### config.mk
export PLATFORM = sky130hd
export DESIGN_NAME = ulpt_link_timers
export DESIGN_NICKNAME = d
export VERILOG_FILES = /design/src/ulpt_pkg.sv /design/src/ulpt_link_timers.sv /design/src/ulpt_timer.sv
export VERILOG_INCLUDE_DIRS = /design/src
export SDC_FILE = /design/constraint.sdc
export NUM_CORES = 1
export LEC_CHECK = 0
export BUFFER_PORTS_ARGS = -buffer_cell sky130_fd_sc_hd__buf_2
export CAP_MARGIN = 20
export CORE_UTILIZATION = 45
export CTS_BUF_LIST = sky130_fd_sc_hd__clkbuf_8
export CTS_CLUSTER_DIAMETER = 40
export DETAILED_ROUTE_END_ITERATION = 16
export GPL_ROUTABILITY_DRIVEN = 1
export HOLD_SLACK_MARGIN = 0.12
export PLACE_DENSITY = 0.67
export SYNTH_ARGS = -nofsm -noshare
export SYNTH_HDL_FRONTEND = slang
export SYNTH_HIERARCHICAL = 1
export SYNTH_SLANG_ARGS = --single-unit
### constraint.sdc
create_clock -name i_ref_clk -period 6.85 [get_ports i_ref_clk]
set_input_delay 0.685 -clock i_ref_clk [delete_from_list [all_inputs] [get_ports i_ref_clk]]
set_output_delay 0.685 -clock i_ref_clk [all_outputs]
set_load 0.02 [all_outputs]
### src/ulpt_defines.svh
`ifndef ULPT_DEFINES_SVH
`define ULPT_DEFINES_SVH

// =====================================================================
// Clock
`define ULPT_CLK_PERIOD_NS    4
`define ULPT_CNT_W            16

// =====================================================================
// Header-packet acknowledgment turnaround budget
`define ULPT_HP_LEG_NS        3000
`define ULPT_HP_NEW_NS        10000

// =====================================================================
// Link power-management timeouts (build-time defaults)
`define ULPT_LC_LEG_NS        3000
`define ULPT_LC_NEW_NS        10000
`define ULPT_ENTRY_LEG_NS     6000
`define ULPT_ENTRY_NEW_NS     12000
`define ULPT_EXIT_LEG_NS      6000
`define ULPT_EXIT_NEW_NS      12000

// =====================================================================
// Timer indices
`define ULPT_T_HP             0
`define ULPT_T_LC             1
`define ULPT_T_ENTRY          2
`define ULPT_T_EXIT           3
`define ULPT_NUM_T            4

`endif

### src/ulpt_pkg.sv
`include "ulpt_defines.svh"

package ulpt_pkg;

   typedef enum logic [1:0] {
      ULPT_TMR_IDLE = 2'b01,
      ULPT_TMR_RUN  = 2'b10
   } ulpt_tmr_e;

   typedef logic [`ULPT_CNT_W-1:0] ulpt_cnt_t;

   typedef struct packed {
      ulpt_tmr_e st;
      ulpt_cnt_t cnt;
      logic      exp;
   } ulpt_tmr_s;

   typedef struct packed {
      logic                  rev_s1;
      logic                  rev_s2;
      logic                  rev_c;
      logic                  cond_d;
      logic                  wake;
      logic [`ULPT_NUM_T-1:0] tmo;
      logic                  hp_busy;
   } ulpt_top_s;

endpackage

### src/ulpt_link_timers.sv
`timescale 1ns/1ns
`include "ulpt_defines.svh"

// How it works
// - Header-packet acknowledgment budget allows up to 10 us instead of 3 us.
// - When the acknowledgment budget runs out, the exchange is treated as failed.
// - Sending a low-power entry request runs the request-response timer.
// - Accepting a low-power entry request runs the entry timer.
// - Starting exit from U1 or U2 runs the exit timer.
// - All three power-management timeouts are longer than their legacy limits.
// - Suspended connected port, wake enabled, connect change uncleared: signal wake upstream.
// - Updated behaviour only on revision C silicon; older revisions stay legacy.
module ulpt_link_timers
   import ulpt_pkg::*;
#(
   parameter int unsigned CLK_NS    = `ULPT_CLK_PERIOD_NS,
   parameter int unsigned HP_LEG    = `ULPT_HP_LEG_NS / CLK_NS,
   parameter int unsigned HP_NEW    = `ULPT_HP_NEW_NS / CLK_NS,
   parameter int unsigned LC_LEG    = `ULPT_LC_LEG_NS / CLK_NS,
   parameter int unsigned LC_NEW    = `ULPT_LC_NEW_NS / CLK_NS,
   parameter int unsigned ENTRY_LEG = `ULPT_ENTRY_LEG_NS / CLK_NS,
   parameter int unsigned ENTRY_NEW = `ULPT_ENTRY_NEW_NS / CLK_NS,
   parameter int unsigned EXIT_LEG  = `ULPT_EXIT_LEG_NS / CLK_NS,
   parameter int unsigned EXIT_NEW  = `ULPT_EXIT_NEW_NS / CLK_NS
)
(
   input  wire logic i_ref_clk,
   input  wire logic i_nrst,
   input  wire logic i_rev_c,
   input  wire logic i_hp_sent,
   input  wire logic i_hp_ack,
   input  wire logic i_lpm_req_sent,
   input  wire logic i_lpm_resp,
   input  wire logic i_lpm_accept_sent,
   input  wire logic i_ux_entered,
   input  wire logic i_ux_exit_start,
   input  wire logic i_u0_reached,
   input  wire logic i_port_suspended,
   input  wire logic i_dev_connected,
   input  wire logic i_remote_wake_en,
   input  wire logic i_conn_change,
   output logic      o_rev_c_active,
   output logic      o_hp_pending,
   output logic      o_hp_timeout,
   output logic      o_lc_timeout,
   output logic      o_entry_timeout,
   output logic      o_exit_timeout,
   output logic      o_wake_req
);

   // Limits chosen once per build; the revision strap picks between them
   localparam ulpt_cnt_t HP_LEG_C    = ulpt_cnt_t'(HP_LEG);
   localparam ulpt_cnt_t HP_NEW_C    = ulpt_cnt_t'(HP_NEW);
   localparam ulpt_cnt_t LC_LEG_C    = ulpt_cnt_t'(LC_LEG);
   localparam ulpt_cnt_t LC_NEW_C    = ulpt_cnt_t'(LC_NEW);
   localparam ulpt_cnt_t ENTRY_LEG_C = ulpt_cnt_t'(ENTRY_LEG);
   localparam ulpt_cnt_t ENTRY_NEW_C = ulpt_cnt_t'(ENTRY_NEW);
   localparam ulpt_cnt_t EXIT_LEG_C  = ulpt_cnt_t'(EXIT_LEG);
   localparam ulpt_cnt_t EXIT_NEW_C  = ulpt_cnt_t'(EXIT_NEW);

   ulpt_top_s              s_r;
   ulpt_top_s              s_nxt;
   ulpt_cnt_t              lim     [`ULPT_NUM_T];
   logic [`ULPT_NUM_T-1:0] t_start;
   logic [`ULPT_NUM_T-1:0] t_stop;
   logic [`ULPT_NUM_T-1:0] t_busy;
   logic [`ULPT_NUM_T-1:0] t_exp;
   logic                   wake_cond;

   // =====================================================================
   // Timer selection and sequencing
   always_comb begin
      lim[`ULPT_T_HP]    = s_r.rev_c ? HP_NEW_C    : HP_LEG_C;
      lim[`ULPT_T_LC]    = s_r.rev_c ? LC_NEW_C    : LC_LEG_C;
      lim[`ULPT_T_ENTRY] = s_r.rev_c ? ENTRY_NEW_C : ENTRY_LEG_C;
      lim[`ULPT_T_EXIT]  = s_r.rev_c ? EXIT_NEW_C  : EXIT_LEG_C;
      t_start[`ULPT_T_HP]    = i_hp_sent;
      t_stop[`ULPT_T_HP]     = i_hp_ack;
      t_start[`ULPT_T_LC]    = i_lpm_req_sent;
      t_stop[`ULPT_T_LC]     = i_lpm_resp;
      t_start[`ULPT_T_ENTRY] = i_lpm_accept_sent;
      t_stop[`ULPT_T_ENTRY]  = i_ux_entered;
      t_start[`ULPT_T_EXIT]  = i_ux_exit_start;
      t_stop[`ULPT_T_EXIT]   = i_u0_reached;
   end

   genvar g;
   generate
      for (g = 0; g < `ULPT_NUM_T; g++) begin : g_tmr
         ulpt_timer u_tmr (
            .i_ref_clk (i_ref_clk),
            .i_nrst    (i_nrst),
            .i_start   (t_start[g]),
            .i_stop    (t_stop[g]),
            .i_limit   (lim[g]),
            .o_busy    (t_busy[g]),
            .o_expire  (t_exp[g])
         );
      end
   endgenerate

   // =====================================================================
   // State update
   assign wake_cond = i_port_suspended && i_dev_connected && i_remote_wake_en && i_conn_change;

   always_comb begin
      s_nxt        = s_r;
      s_nxt.rev_s1 = i_rev_c;
      s_nxt.rev_s2 = s_r.rev_s1;
      // Expiry becomes a failed-exchange pulse; the link layer must not go on
      s_nxt.tmo     = t_exp;
      s_nxt.hp_busy = t_busy[`ULPT_T_HP];
      s_nxt.cond_d  = wake_cond;
      // One wake pulse per new condition; legacy silicon stays quiet
      s_nxt.wake = s_r.rev_c && wake_cond && !s_r.cond_d;
   end

   always_ff @(posedge i_ref_clk) begin
      if (!i_nrst) begin
         // Strap keeps shifting through both sync flops while reset is held,
         // so the settled pin is captured, then frozen for the session
         s_r.rev_s1  <= i_rev_c;
         s_r.rev_s2  <= s_r.rev_s1;
         s_r.rev_c   <= s_r.rev_s2;
         s_r.cond_d  <= 1'b0;
         s_r.wake    <= 1'b0;
         s_r.tmo     <= '0;
         s_r.hp_busy <= 1'b0;
      end else begin
         s_r <= s_nxt;
      end
   end

   assign o_rev_c_active  = s_r.rev_c;
   assign o_hp_pending    = s_r.hp_busy;
   assign o_hp_timeout    = s_r.tmo[`ULPT_T_HP];
   assign o_lc_timeout    = s_r.tmo[`ULPT_T_LC];
   assign o_entry_timeout = s_r.tmo[`ULPT_T_ENTRY];
   assign o_exit_timeout  = s_r.tmo[`ULPT_T_EXIT];
   assign o_wake_req      = s_r.wake;

   // =====================================================================
   // Checks
   property p_hp_budget;
      @(posedge i_ref_clk) disable iff (!i_nrst)
      s_r.rev_c |-> (lim[`ULPT_T_HP] == HP_NEW_C && HP_NEW_C > HP_LEG_C);
   endproperty
   a_hp_budget: assert property (p_hp_budget) else $error("turnaround budget not relaxed");

   property p_hp_fail;
      @(posedge i_ref_clk) disable iff (!i_nrst)
      t_exp[`ULPT_T_HP] |=> (o_hp_timeout && !o_hp_pending) ##1 !o_hp_timeout;
   endproperty
   a_hp_fail: assert property (p_hp_fail) else $error("turnaround failure not flagged");

   property p_pm_extended;
      @(posedge i_ref_clk) disable iff (!i_nrst)
      s_r.rev_c |-> (lim[`ULPT_T_LC] > LC_LEG_C && lim[`ULPT_T_ENTRY] > ENTRY_LEG_C
                     && lim[`ULPT_T_EXIT] > EXIT_LEG_C);
   endproperty
   a_pm_extended: assert property (p_pm_extended) else $error("pm timeout not extended");

   property p_wake;
      @(posedge i_ref_clk) disable iff (!i_nrst)
      (s_r.rev_c && wake_cond && !s_r.cond_d) |=> o_wake_req ##1 !o_wake_req;
   endproperty
   a_wake: assert property (p_wake) else $error("automatic wake missing");

   property p_legacy;
      @(posedge i_ref_clk) disable iff (!i_nrst)
      !s_r.rev_c |-> (!o_wake_req && lim[`ULPT_T_HP] == HP_LEG_C
                      && lim[`ULPT_T_LC] == LC_LEG_C);
   endproperty
   a_legacy: assert property (p_legacy) else $error("legacy revision changed behaviour");

   property p_rev_stable;
      @(posedge i_ref_clk) disable iff (!i_nrst)
      $stable(s_r.rev_c);
   endproperty
   a_rev_stable: assert property (p_rev_stable) else $error("revision changed after reset");

   property p_lc_fail;
      @(posedge i_ref_clk) disable iff (!i_nrst)
      t_exp[`ULPT_T_LC] |=> o_lc_timeout ##1 !o_lc_timeout;
   endproperty
   a_lc_fail: assert property (p_lc_fail) else $error("request timeout missing");

   property p_entry_fail;
      @(posedge i_ref_clk) disable iff (!i_nrst)
      t_exp[`ULPT_T_ENTRY] |=> o_entry_timeout ##1 !o_entry_timeout;
   endproperty
   a_entry_fail: assert property (p_entry_fail) else $error("entry timeout missing");

   property p_exit_fail;
      @(posedge i_ref_clk) disable iff (!i_nrst)
      t_exp[`ULPT_T_EXIT] |=> o_exit_timeout ##1 !o_exit_timeout;
   endproperty
   a_exit_fail: assert property (p_exit_fail) else $error("exit timeout missing");

   property p_hp_pending;
      @(posedge i_ref_clk) disable iff (!i_nrst)
      o_hp_pending == $past(t_busy[`ULPT_T_HP]);
   endproperty
   a_hp_pending: assert property (p_hp_pending) else $error("pending flag wrong");

   property p_wake_cause;
      @(posedge i_ref_clk) disable iff (!i_nrst)
      o_wake_req |-> (s_r.rev_c && $past(wake_cond));
   endproperty
   a_wake_cause: assert property (p_wake_cause) else $error("spurious wake");

   property p_wake_once;
      @(posedge i_ref_clk) disable iff (!i_nrst)
      o_wake_req |=> !o_wake_req;
   endproperty
   a_wake_once: assert property (p_wake_once) else $error("wake pulse too long");

   property p_legacy_pm;
      @(posedge i_ref_clk) disable iff (!i_nrst)
      !s_r.rev_c |-> (lim[`ULPT_T_ENTRY] == ENTRY_LEG_C && lim[`ULPT_T_EXIT] == EXIT_LEG_C);
   endproperty
   a_legacy_pm: assert property (p_legacy_pm) else $error("legacy pm limit changed");

endmodule

### src/ulpt_timer.sv
`timescale 1ns/1ns
`include "ulpt_defines.svh"

module ulpt_timer
   import ulpt_pkg::*;
(
   input  wire logic      i_ref_clk,
   input  wire logic      i_nrst,
   input  wire logic      i_start,
   input  wire logic      i_stop,
   input  wire ulpt_cnt_t i_limit,
   output logic           o_busy,
   output logic           o_expire
);

   ulpt_tmr_s s_r;
   ulpt_tmr_s s_nxt;

   // =====================================================================
   // Watchdog: while running, stop wins over start and a start restarts; in idle a start wins
   always_comb begin
      s_nxt     = s_r;
      s_nxt.exp = 1'b0;
      case (s_r.st)
         ULPT_TMR_IDLE: begin
            if (i_start) begin
               s_nxt.st  = ULPT_TMR_RUN;
               s_nxt.cnt = '0;
            end
         end
         ULPT_TMR_RUN: begin
            if (i_stop) begin
               s_nxt.st = ULPT_TMR_IDLE;
            end else if (i_start) begin
               s_nxt.cnt = '0;
            end else if (s_r.cnt == i_limit - ulpt_cnt_t'(1)) begin
               s_nxt.st  = ULPT_TMR_IDLE;
               s_nxt.exp = 1'b1;
            end else begin
               s_nxt.cnt = s_r.cnt + ulpt_cnt_t'(1);
            end
         end
         default: begin
            s_nxt.st = ULPT_TMR_IDLE;
         end
      endcase
   end

   always_ff @(posedge i_ref_clk) begin
      if (!i_nrst) begin
         s_r.st  <= ULPT_TMR_IDLE;
         s_r.cnt <= '0;
         s_r.exp <= 1'b0;
      end else begin
         s_r <= s_nxt;
      end
   end

   assign o_busy   = (s_r.st == ULPT_TMR_RUN);
   assign o_expire = s_r.exp;

   // =====================================================================
   // Checks
   property p_tmr_start;
      @(posedge i_ref_clk) disable iff (!i_nrst)
      (s_r.st == ULPT_TMR_IDLE && i_start) |=> (o_busy && s_r.cnt == '0);
   endproperty
   a_tmr_start: assert property (p_tmr_start) else $error("timer did not start");

   property p_tmr_bound;
      @(posedge i_ref_clk) disable iff (!i_nrst)
      o_busy |-> (s_r.cnt < i_limit);
   endproperty
   a_tmr_bound: assert property (p_tmr_bound) else $error("timer ran past limit");

   property p_tmr_fire;
      @(posedge i_ref_clk) disable iff (!i_nrst)
      (o_busy && !i_stop && !i_start && s_r.cnt == i_limit - ulpt_cnt_t'(1))
         |=> (o_expire && !o_busy) ##1 !o_expire;
   endproperty
   a_tmr_fire: assert property (p_tmr_fire) else $error("timer expiry wrong");

   property p_tmr_stop;
      @(posedge i_ref_clk) disable iff (!i_nrst)
      (o_busy && i_stop) |=> (!o_busy && !o_expire);
   endproperty
   a_tmr_stop: assert property (p_tmr_stop) else $error("stopped timer fired");

endmodule

* Yosys cells after proc, flatten, opt, wreduce, memory -nomap -nowiden *
Index checks and enable logic that the tools add are counted.

operators by class
  add/sub/neg operators = 6
  equality and inequality tests = 32
  muxes and demuxes = 46
  bitwise gates (word level) = 5
  reduce and logical (&&, ||, !) cells = 22

operators by type and width
  kind                     number
  $mux W16                 8
  $pmux W16 S2             4
  $mux W18                 4
  $mux W17                 4
  $add A16 B1 Y16 const B  4
  $eq A16 B16 Y1           4
  $ne A3 B3 Y1 const B     12
  $sub A12 B1 Y13 const B  2
  $mux W12                 2
  $mux W2                  12
  $ne A2 B2 Y1 const B     8
  $pmux W2 S2              4
  $reduce_and A4 Y1        4
  $reduce_or A4 Y1         4
  $reduce_and A3 Y1        4
  $eq A2 B1 Y1 const B     4
  $eq A2 B2 Y1 const B     4
  $mux W1                  8
  $reduce_bool A2 Y1       4
  $logic_and A1 B1 Y1      5
  $not A1 Y1               5
  $logic_not A1 Y1         1

word-level totals
  register bits after elaboration = 86
  output and inout bits = 7
  word-level logic and storage cells = 130

* Longest topological paths before layout *
Gate-level depths: netlist of the first run.

  depth after elaboration = 7
  gate-level depth with buffers = 12
  mapped depth without buffers = 10

* Hierarchy *
The synthesis of the first run kept the hierarchy.

modules (own cells, without submodules)
  module                           instances  cells each  area each (µm²)
  ulpt_timer (g_tmr[0].u_tmr ...)  3          195         1567.8
  ulpt_timer (g_tmr[3].u_tmr)      1          194         1530.2
  ulpt_link_timers                 1          23          292.8

* Worst setup path before layout of the first run *
Ideal clock, no wire load.

  kind = register -> register
  start = register s_r, in the netlist o_rev_c_active
  end = register g_tmr[0].u_tmr/s_r[6] (netlist name)
  library setup time = 120 ps
  data arrival time = 4879 ps
  required time = 6730 ps
  setup slack = 1851 ps
  cell stages (with the launch flop) = 13
  path buffers = 2
  path through = edfxtp_1 -> inv_1 -> inv_1 -> ha_1 -> or2b_1 -> a21oi_1 -> a311o_1 -> a221oi_1 -> and4bb_1 -> buf_6 -> clkbuf_1 -> nor3_1 -> a211o_1

between the ends
  cells in the longest elaborated chain, start to end = 5

RTL lines
  item                                RTL line                 text
  start: declaration                  ulpt_link_timers.sv:61   ulpt_top_s s_r;
  start signal: assignment            ulpt_link_timers.sv:130  s_r <= s_nxt;
  $mux W12                            ulpt_link_timers.sv:73   lim[`ULPT_T_HP] = s_r.rev_c ? HP_NEW_C : HP_LEG_C;
  $sub A12 B1 Y13                     ulpt_timer.sv:36         end else if (s_r.cnt == i_limit - ulpt_cnt_t'(1)) begin
  $eq A16 B16 Y1                      ulpt_timer.sv:36
  $ne A3 B3 Y1 (no source line)       --
  $reduce_and A4 Y1 (no source line)  --
  end signal: assignment              ulpt_timer.sv:55         s_r <= s_nxt;
  end: declaration                    ulpt_timer.sv:16         ulpt_tmr_s s_r;

Every way passes these cells.
A chain may end at the register's enable or synchronous reset.

* Worst setup path after layout of the first run *
  start = register s_r, in the netlist o_rev_c_active
  end = register g_tmr[0].u_tmr/s_r[5] (netlist name)

The elaborated chain is that of the path after synthesis.

==> results of run 1 <==
## power breakdown
part           switching (mW)  leakage (nW)  internal (mW)
Clock                   0.189         0.101          0.174
Sequential            0.00511         0.698          0.507
Combinational          0.0801          2.28         0.0466
## worst max path at each step
stage	start	end	slack [ns]
2_1_floorplan	o_rev_c_active	g_tmr[0].u_tmr/s_r[6]	1.85
3_3_place_gp	o_rev_c_active	g_tmr[0].u_tmr/s_r[8]	2.91
3_5_place_dp	o_rev_c_active	g_tmr[0].u_tmr/s_r[4]	2.88
4_1_cts	o_rev_c_active	g_tmr[0].u_tmr/s_r[5]	2.86
5_1_grt	o_rev_c_active	g_tmr[0].u_tmr/s_r[5]	2.51
6_report	o_rev_c_active	g_tmr[0].u_tmr/s_r[5]	2.85
## cells in the final DEF (no fill, tap or decap), types with 11 or more instances in the layout
cell type / count
inv_1: 20
a211o_1: 12
nand4_1: 23
nand2_1: 62
nand3_1: 43
nand2b_1: 12
nor2b_1: 24
buf_2: 21
and3_1: 12
xor2_1: 43
nor3_1: 25
nor4b_1: 13
nor2_1: 53
nor4_1: 41
xnor2_1: 18
conb_1: 168
dfxtp_1: 85
a221o_1: 35
and2_1: 32
or2_2: 11
o21ai_0: 20
## cells by family after synthesis
family | after synthesis | synth area share, %
AND/OR/NAND/NOR | 421 | 38.29
buffers and inverters | 59 | 4.390
other | 2 | 0.1151
adder cells (fa/ha/maj) | 8 | 1.534
multiplexers | 8 | 1.361
flip-flops | 86 | 26.53
XOR/XNOR | 61 | 8.186
AO/OA/AOI/OAI | 157 | 19.59
## stage by stage
stage          cell area [um^2]  setup WS, ns
2_1_floorplan              7149         1.851
3_3_place_gp               7295         2.908
3_5_place_dp               7295         2.878
4_1_cts                    7483         2.862
5_1_grt                    7483         2.514
6_report                   7483         2.852
## worst max-delay path, stage by stage (launching register included)
cell      delay, ns
edfxtp_1       0.40
inv_2          0.47
buf_4          0.50
inv_1          0.09
ha_1           0.25
or2b_1         0.25
a311o_1        0.31
a221oi_1       0.22
and4bb_1       0.68
nor2_1         0.31
a221o_1        0.39
## sequential cells by signal, indices dropped and copies added (netlist names)
register / count
g_tmr.u_tmr/s_r: 72
o_hp_timeout: 1
s_r: 2
o_hp_pending: 1
o_rev_c_active: 1
o_wake_req: 1
s_nxt: 1
o_entry_timeout: 1
g_tmr.u_tmr/o_expire: 4
o_lc_timeout: 1
o_exit_timeout: 1
## layer usage
layer,routed length (um),up-vias
met2,6736,64
li1,-,3221
met1,7241,2764
met3,405,4
met5,0,-
met4,60,0
## cell type report
cell class              count  area, um^2
well taps                 180       225.2
repair buffers             25       135.1
multi-input cells         823        5131
inverters                  19       71.32
flip-flops and latches     86        1732
clock buffers              10       137.6
fillers                  1423        6505
clock inverters             5       51.30
==> out/results.tsv, run 1 <==
metric	value	unit
CTS buffer count	9	
Final Util	53.50	%
met1 usage	26.28	%
number of global-route vias before repair	5283	
DRT Wirelength	14.44	mm
Min-Delay Path Depth	0	
initial antenna violation count	0	
Cell Count Post-Placement	1133	
largest net degree at the start of global routing	51	
number of synthesis warnings	6	
Post-CTS Hold Buffers	0	
Hold/Removal Path Class	register to register	
Routed WL per cell	12.58	um
Post-CTS Resized	0	
Reg2Reg Depth	10	
run status	finished clean	
routing usage on met3	4.182	%
FF+latch count, synth	86	
H-tree depth	3	
number of port buffers	21	
Yosys top cell by area	dfxtp_1	
syn avg cell area	8.137	um^2
core area	0.01399	mm^2
DP HPWL	10.13	mm
DR vias/cell	5.273	
Final Setup Violations	0	
post-synth top area share	26.07	%
Pleak	3.077	nW
share of cells above drive strength 1	8.678	%
r2r setup slk	2.85	ns
first-pass GRT wire length	24.25	mm
Die Y	122.4	um
GR peak layer	met2	
crit end category	register	
CTS tree	yes	
diode count	0	
Initial Util	46.65	%
Syn Inst Count	802	
CP required	7.11	ns
Max transition margin	47.85	%
M2 GR Usage	33.32	%
FF-to-FF End	g_tmr[0].u_tmr/s_r[5]	
reg2reg start	o_rev_c_active	
Hold WS	0.3307	ns
clock latency on the worst-skew pair	0.37	ns
synth unique cells	70	
# DRC	0	
class of the most critical setup path	register to register	
Max-Cap Viols	0	
setup bufs post-CTS	0	
Max Root-Sink Buffers	2	
antenna-violating nets left	0	
Die Width	122.4	um
setup TNS	0	ns
Max VDD drop	0.0001161	V
GRT overflow	0	
Worst-Margin Slew	0.7805	ns
Starting DRT DRC Count	348	
Root Driver	clkbuf_8	
Clock Sinks	86	
Synth Flop Type	dfxtp_1	
CP max FO	43	
fmax	250.2	MHz
count leader, synth	dfxtp_1	
Worst setup SP type	register	
Final Cycle Share	58.36	%
overall power	1.002	mW
die area	0.01499	mm^2
Final Hold Viols	0	
unrepaired setup endpoints after global routing	false	
Final Non-Filler Cells	1148	
P per Cell Area	133.9	mW/mm^2
Pre-antenna DRT Iters	4	
sequential area share after synthesis	26.53	%
top cells by area, synth	dfxtp_1 (26%), xor2_1 (5.8%), a221o_1 (5.4%)	
area grow syn2layout	14.67	%
Worst Path Arrival	4.26	ns
hold path start	s_nxt[8]	
mapped cell area	0.006526	mm^2
commonest cells in the netlist	dfxtp_1 (85), nand2_1 (62), nor2_1 (53), nand3_1 (43), xor2_1 (43)	
via count	6053	
Total GRT Usage	20.00	%
Nets	987	
clk_skew	0.01396	ns
Ports	22	
gpl congestion	0.8257	
Final Max Tran Viols	0	
Std-Cell Rows	43	
min Tclk post-route	3.998	ns
Hold EP	s_r[8]	
Async SR Flop Fraction	0	%
Clock transition at path regs	0.09	ns
Post-synth EDFFs	1	
(Power assumes the default switching activity.)
==> run 2, diff against run 1 <==
clock period = 3.9 ns   (was 6.85 ns; I/O delays follow)
==> run 2 against run 1 <==
Clock-buffer cell count decreased by 1. Combinational power up 83%. Worst hold slack worse by 0.081 ns. Non-clock buffer count up 8. First-iteration DRC count grew 4.0%. Power increased by 81%. Sequential cell count did not move. Clock skew fell by 0.0037 ns. Critical path depth unchanged. Setup slack got worse by 2.0 ns. Highest routed layer unchanged. Routed wire length shrank 0.78%. Global-route usage rose by 0.32 points. Critical path type unchanged.
==> out/results.tsv, run 2 (synthesis gave the netlist of run 1 again) <==
metric	value	unit	change
Final Setup Violations	0		unchanged
most frequent cells in the layout	conb_1 (168), dfxtp_1 (85), nand2_1 (62)		unchanged
area grow syn2layout	18.62	%	was 14.67%
Final Hold Viols	0		unchanged
Initial Util	46.65	%	unchanged
max reg flops	72		unchanged
gpl congestion	0.8329		was 0.8257
Final Cycle Share	79.33	%	was 58.36%
FF/Latch Area	0.001732	mm^2	unchanged
antenna-violating nets left	0		unchanged
Root Driver	clkbuf_8		unchanged
Final Non-Filler Cells	1156		was 1148
number of port buffers	21		unchanged
Max VDD drop	0.0001668	V	was 0.0001161 V
share of cells above drive strength 1	11.99	%	was 8.678%
fmax	323.2	MHz	was 250.2 MHz
most common cell after layout, fill and taps aside	conb_1		unchanged
initial antenna violation count	0		unchanged
# DRC	0		unchanged
Starting DRT DRC Count	362		was 348
Worst Path Arrival	3.35	ns	was 4.26 ns
H-tree depth	3		unchanged
Final Max Tran Viols	0		unchanged
diode count	0		unchanged
P per Cell Area	233.9	mW/mm^2	was 133.9 mW/mm^2
Pleak	3.139	nW	was 3.077 nW
CTS buffer count	9		unchanged
DRT Wirelength	14.33	mm	was 14.44 mm
clk_skew	0.01023	ns	was 0.01396 ns
post-route cell area	0.007741	mm^2	was 0.007483 mm^2
CP required	4.16	ns	was 7.11 ns
Std-Cell Rows	43		unchanged
multi-input logic area	0.005313	mm^2	was 0.005131 mm^2
unrepaired setup endpoints after global routing	false		unchanged
CP max FO	23		was 43
Die Y	122.4	um	unchanged
Ports	22		unchanged
Post-CTS Resized	0		unchanged
run status	finished clean		unchanged
overall power	1.811	mW	was 1.002 mW
Clock Sinks	86		unchanged
min Tclk post-route	3.094	ns	was 3.998 ns
area post-placement	0.007528	mm^2	was 0.007295 mm^2
Worst-Margin Slew	0.7164	ns	was 0.7805 ns
Max-Cap Viols	0		unchanged
CTS tree	yes		unchanged
number of global-route vias before repair	5242		was 5283
clock latency on the worst-skew pair	0.38	ns	was 0.37 ns
DP HPWL	10.32	mm	was 10.13 mm
largest net degree at the start of global routing	51		unchanged
die area	0.01499	mm^2	unchanged
largest register by flop count	g_tmr.u_tmr/s_r		unchanged
DR vias/cell	5.201		was 5.273
Hold WS	0.2493	ns	was 0.3307 ns
via count	6012		was 6053
Pre-antenna DRT Iters	4		unchanged
Nets	995		was 987
Max Root-Sink Buffers	2		unchanged
Clock transition at path regs	0.09	ns	about the same
Routed WL per cell	12.40	um	was 12.58 um
Total GRT Usage	20.32	%	was 20.00%
GRT overflow	0		unchanged
core area	0.01399	mm^2	unchanged
crit end category	register		unchanged
Hold/Removal Path Class	input port to register		was register to register
Worst setup SP type	register		unchanged
class of the most critical setup path	register to register		unchanged
first-pass GRT wire length	24.67	mm	was 24.25 mm
Fill cells	1350		was 1423
Max transition margin	52.14	%	was 47.85%
Cell Count Post-Placement	1140		was 1133
Die Width	122.4	um	unchanged
-- run 2: worst max-delay path, cell delays in order (launching register included) --
cell      delay, ns
edfxtp_1       0.40
inv_2          0.30
inv_1          0.14
ha_4           0.20
or2b_1         0.23
a311o_1        0.31
a221oi_1       0.32
and4bb_1       0.46
buf_4          0.28
nor4b_1        0.08
a221o_1        0.27
-- run 2: final timing paths --
kind                     from                    end  slack (ns)  cells past startpoint
max            o_rev_c_active  g_tmr[0].u_tmr/s_r[4]        0.81                     10
max reg2reg    o_rev_c_active  g_tmr[0].u_tmr/s_r[4]        0.81                     10
min reg2reg          s_nxt[8]                 s_r[8]        0.34                      0
min          i_remote_wake_en             o_wake_req        0.25                      3
-- run 2: final cells by class --
| cell class | instances | share of cell area [%] |
|---|---|---|
| clock buffers | 9 | 1.600 |
| clock inverters | 6 | 1.018 |
| well taps | 180 | 2.909 |
| inverters | 19 | 0.9213 |
| repair buffers | 33 | 2.554 |
| multi-input cells | 823 | 68.63 |
| flip-flops and latches | 86 | 22.37 |
-- run 2: per-layer routing --
| layer | share of wire (%) | GRT usage, % | wire length [um] |
|---|---|---|---|
| met5 | 0 | 0 | 0 |
| met4 | 0.93 | 5.488 | 133 |
| met3 | 2.3 | 3.625 | 331 |
| met2 | 45 | 32.51 | 6520 |
| met1 | 51 | 27.91 | 7346 |
-- run 2: where the power goes --
part | switching (mW) | internal, mW | total [mW] | leakage, nW
logic | 0.144 | 0.0882 | 0.232 | 2.33
clock network | 0.326 | 0.352 | 0.678 | 0.110
registers | 0.00945 | 0.891 | 0.900 | 0.698
-- run 2: per-stage QoR --
stage               util (%)  TNS, ns  worst slack [ns]
detailed placement     53.82        0            0.7887
floorplan                  -   -54.44           -0.9645
global placement       53.82        0            0.8723
finish                 55.34        0            0.8062
global route           55.34        0            0.5908
CTS                    55.34        0            0.7735
-- run 2: repair_timing --
action | in CTS | in global routing
setup endpoints to repair | 0 | 0
hold buffers | 1 | 0
setup buffers | 0 | 0
hold endpoints to repair | 1 | 0
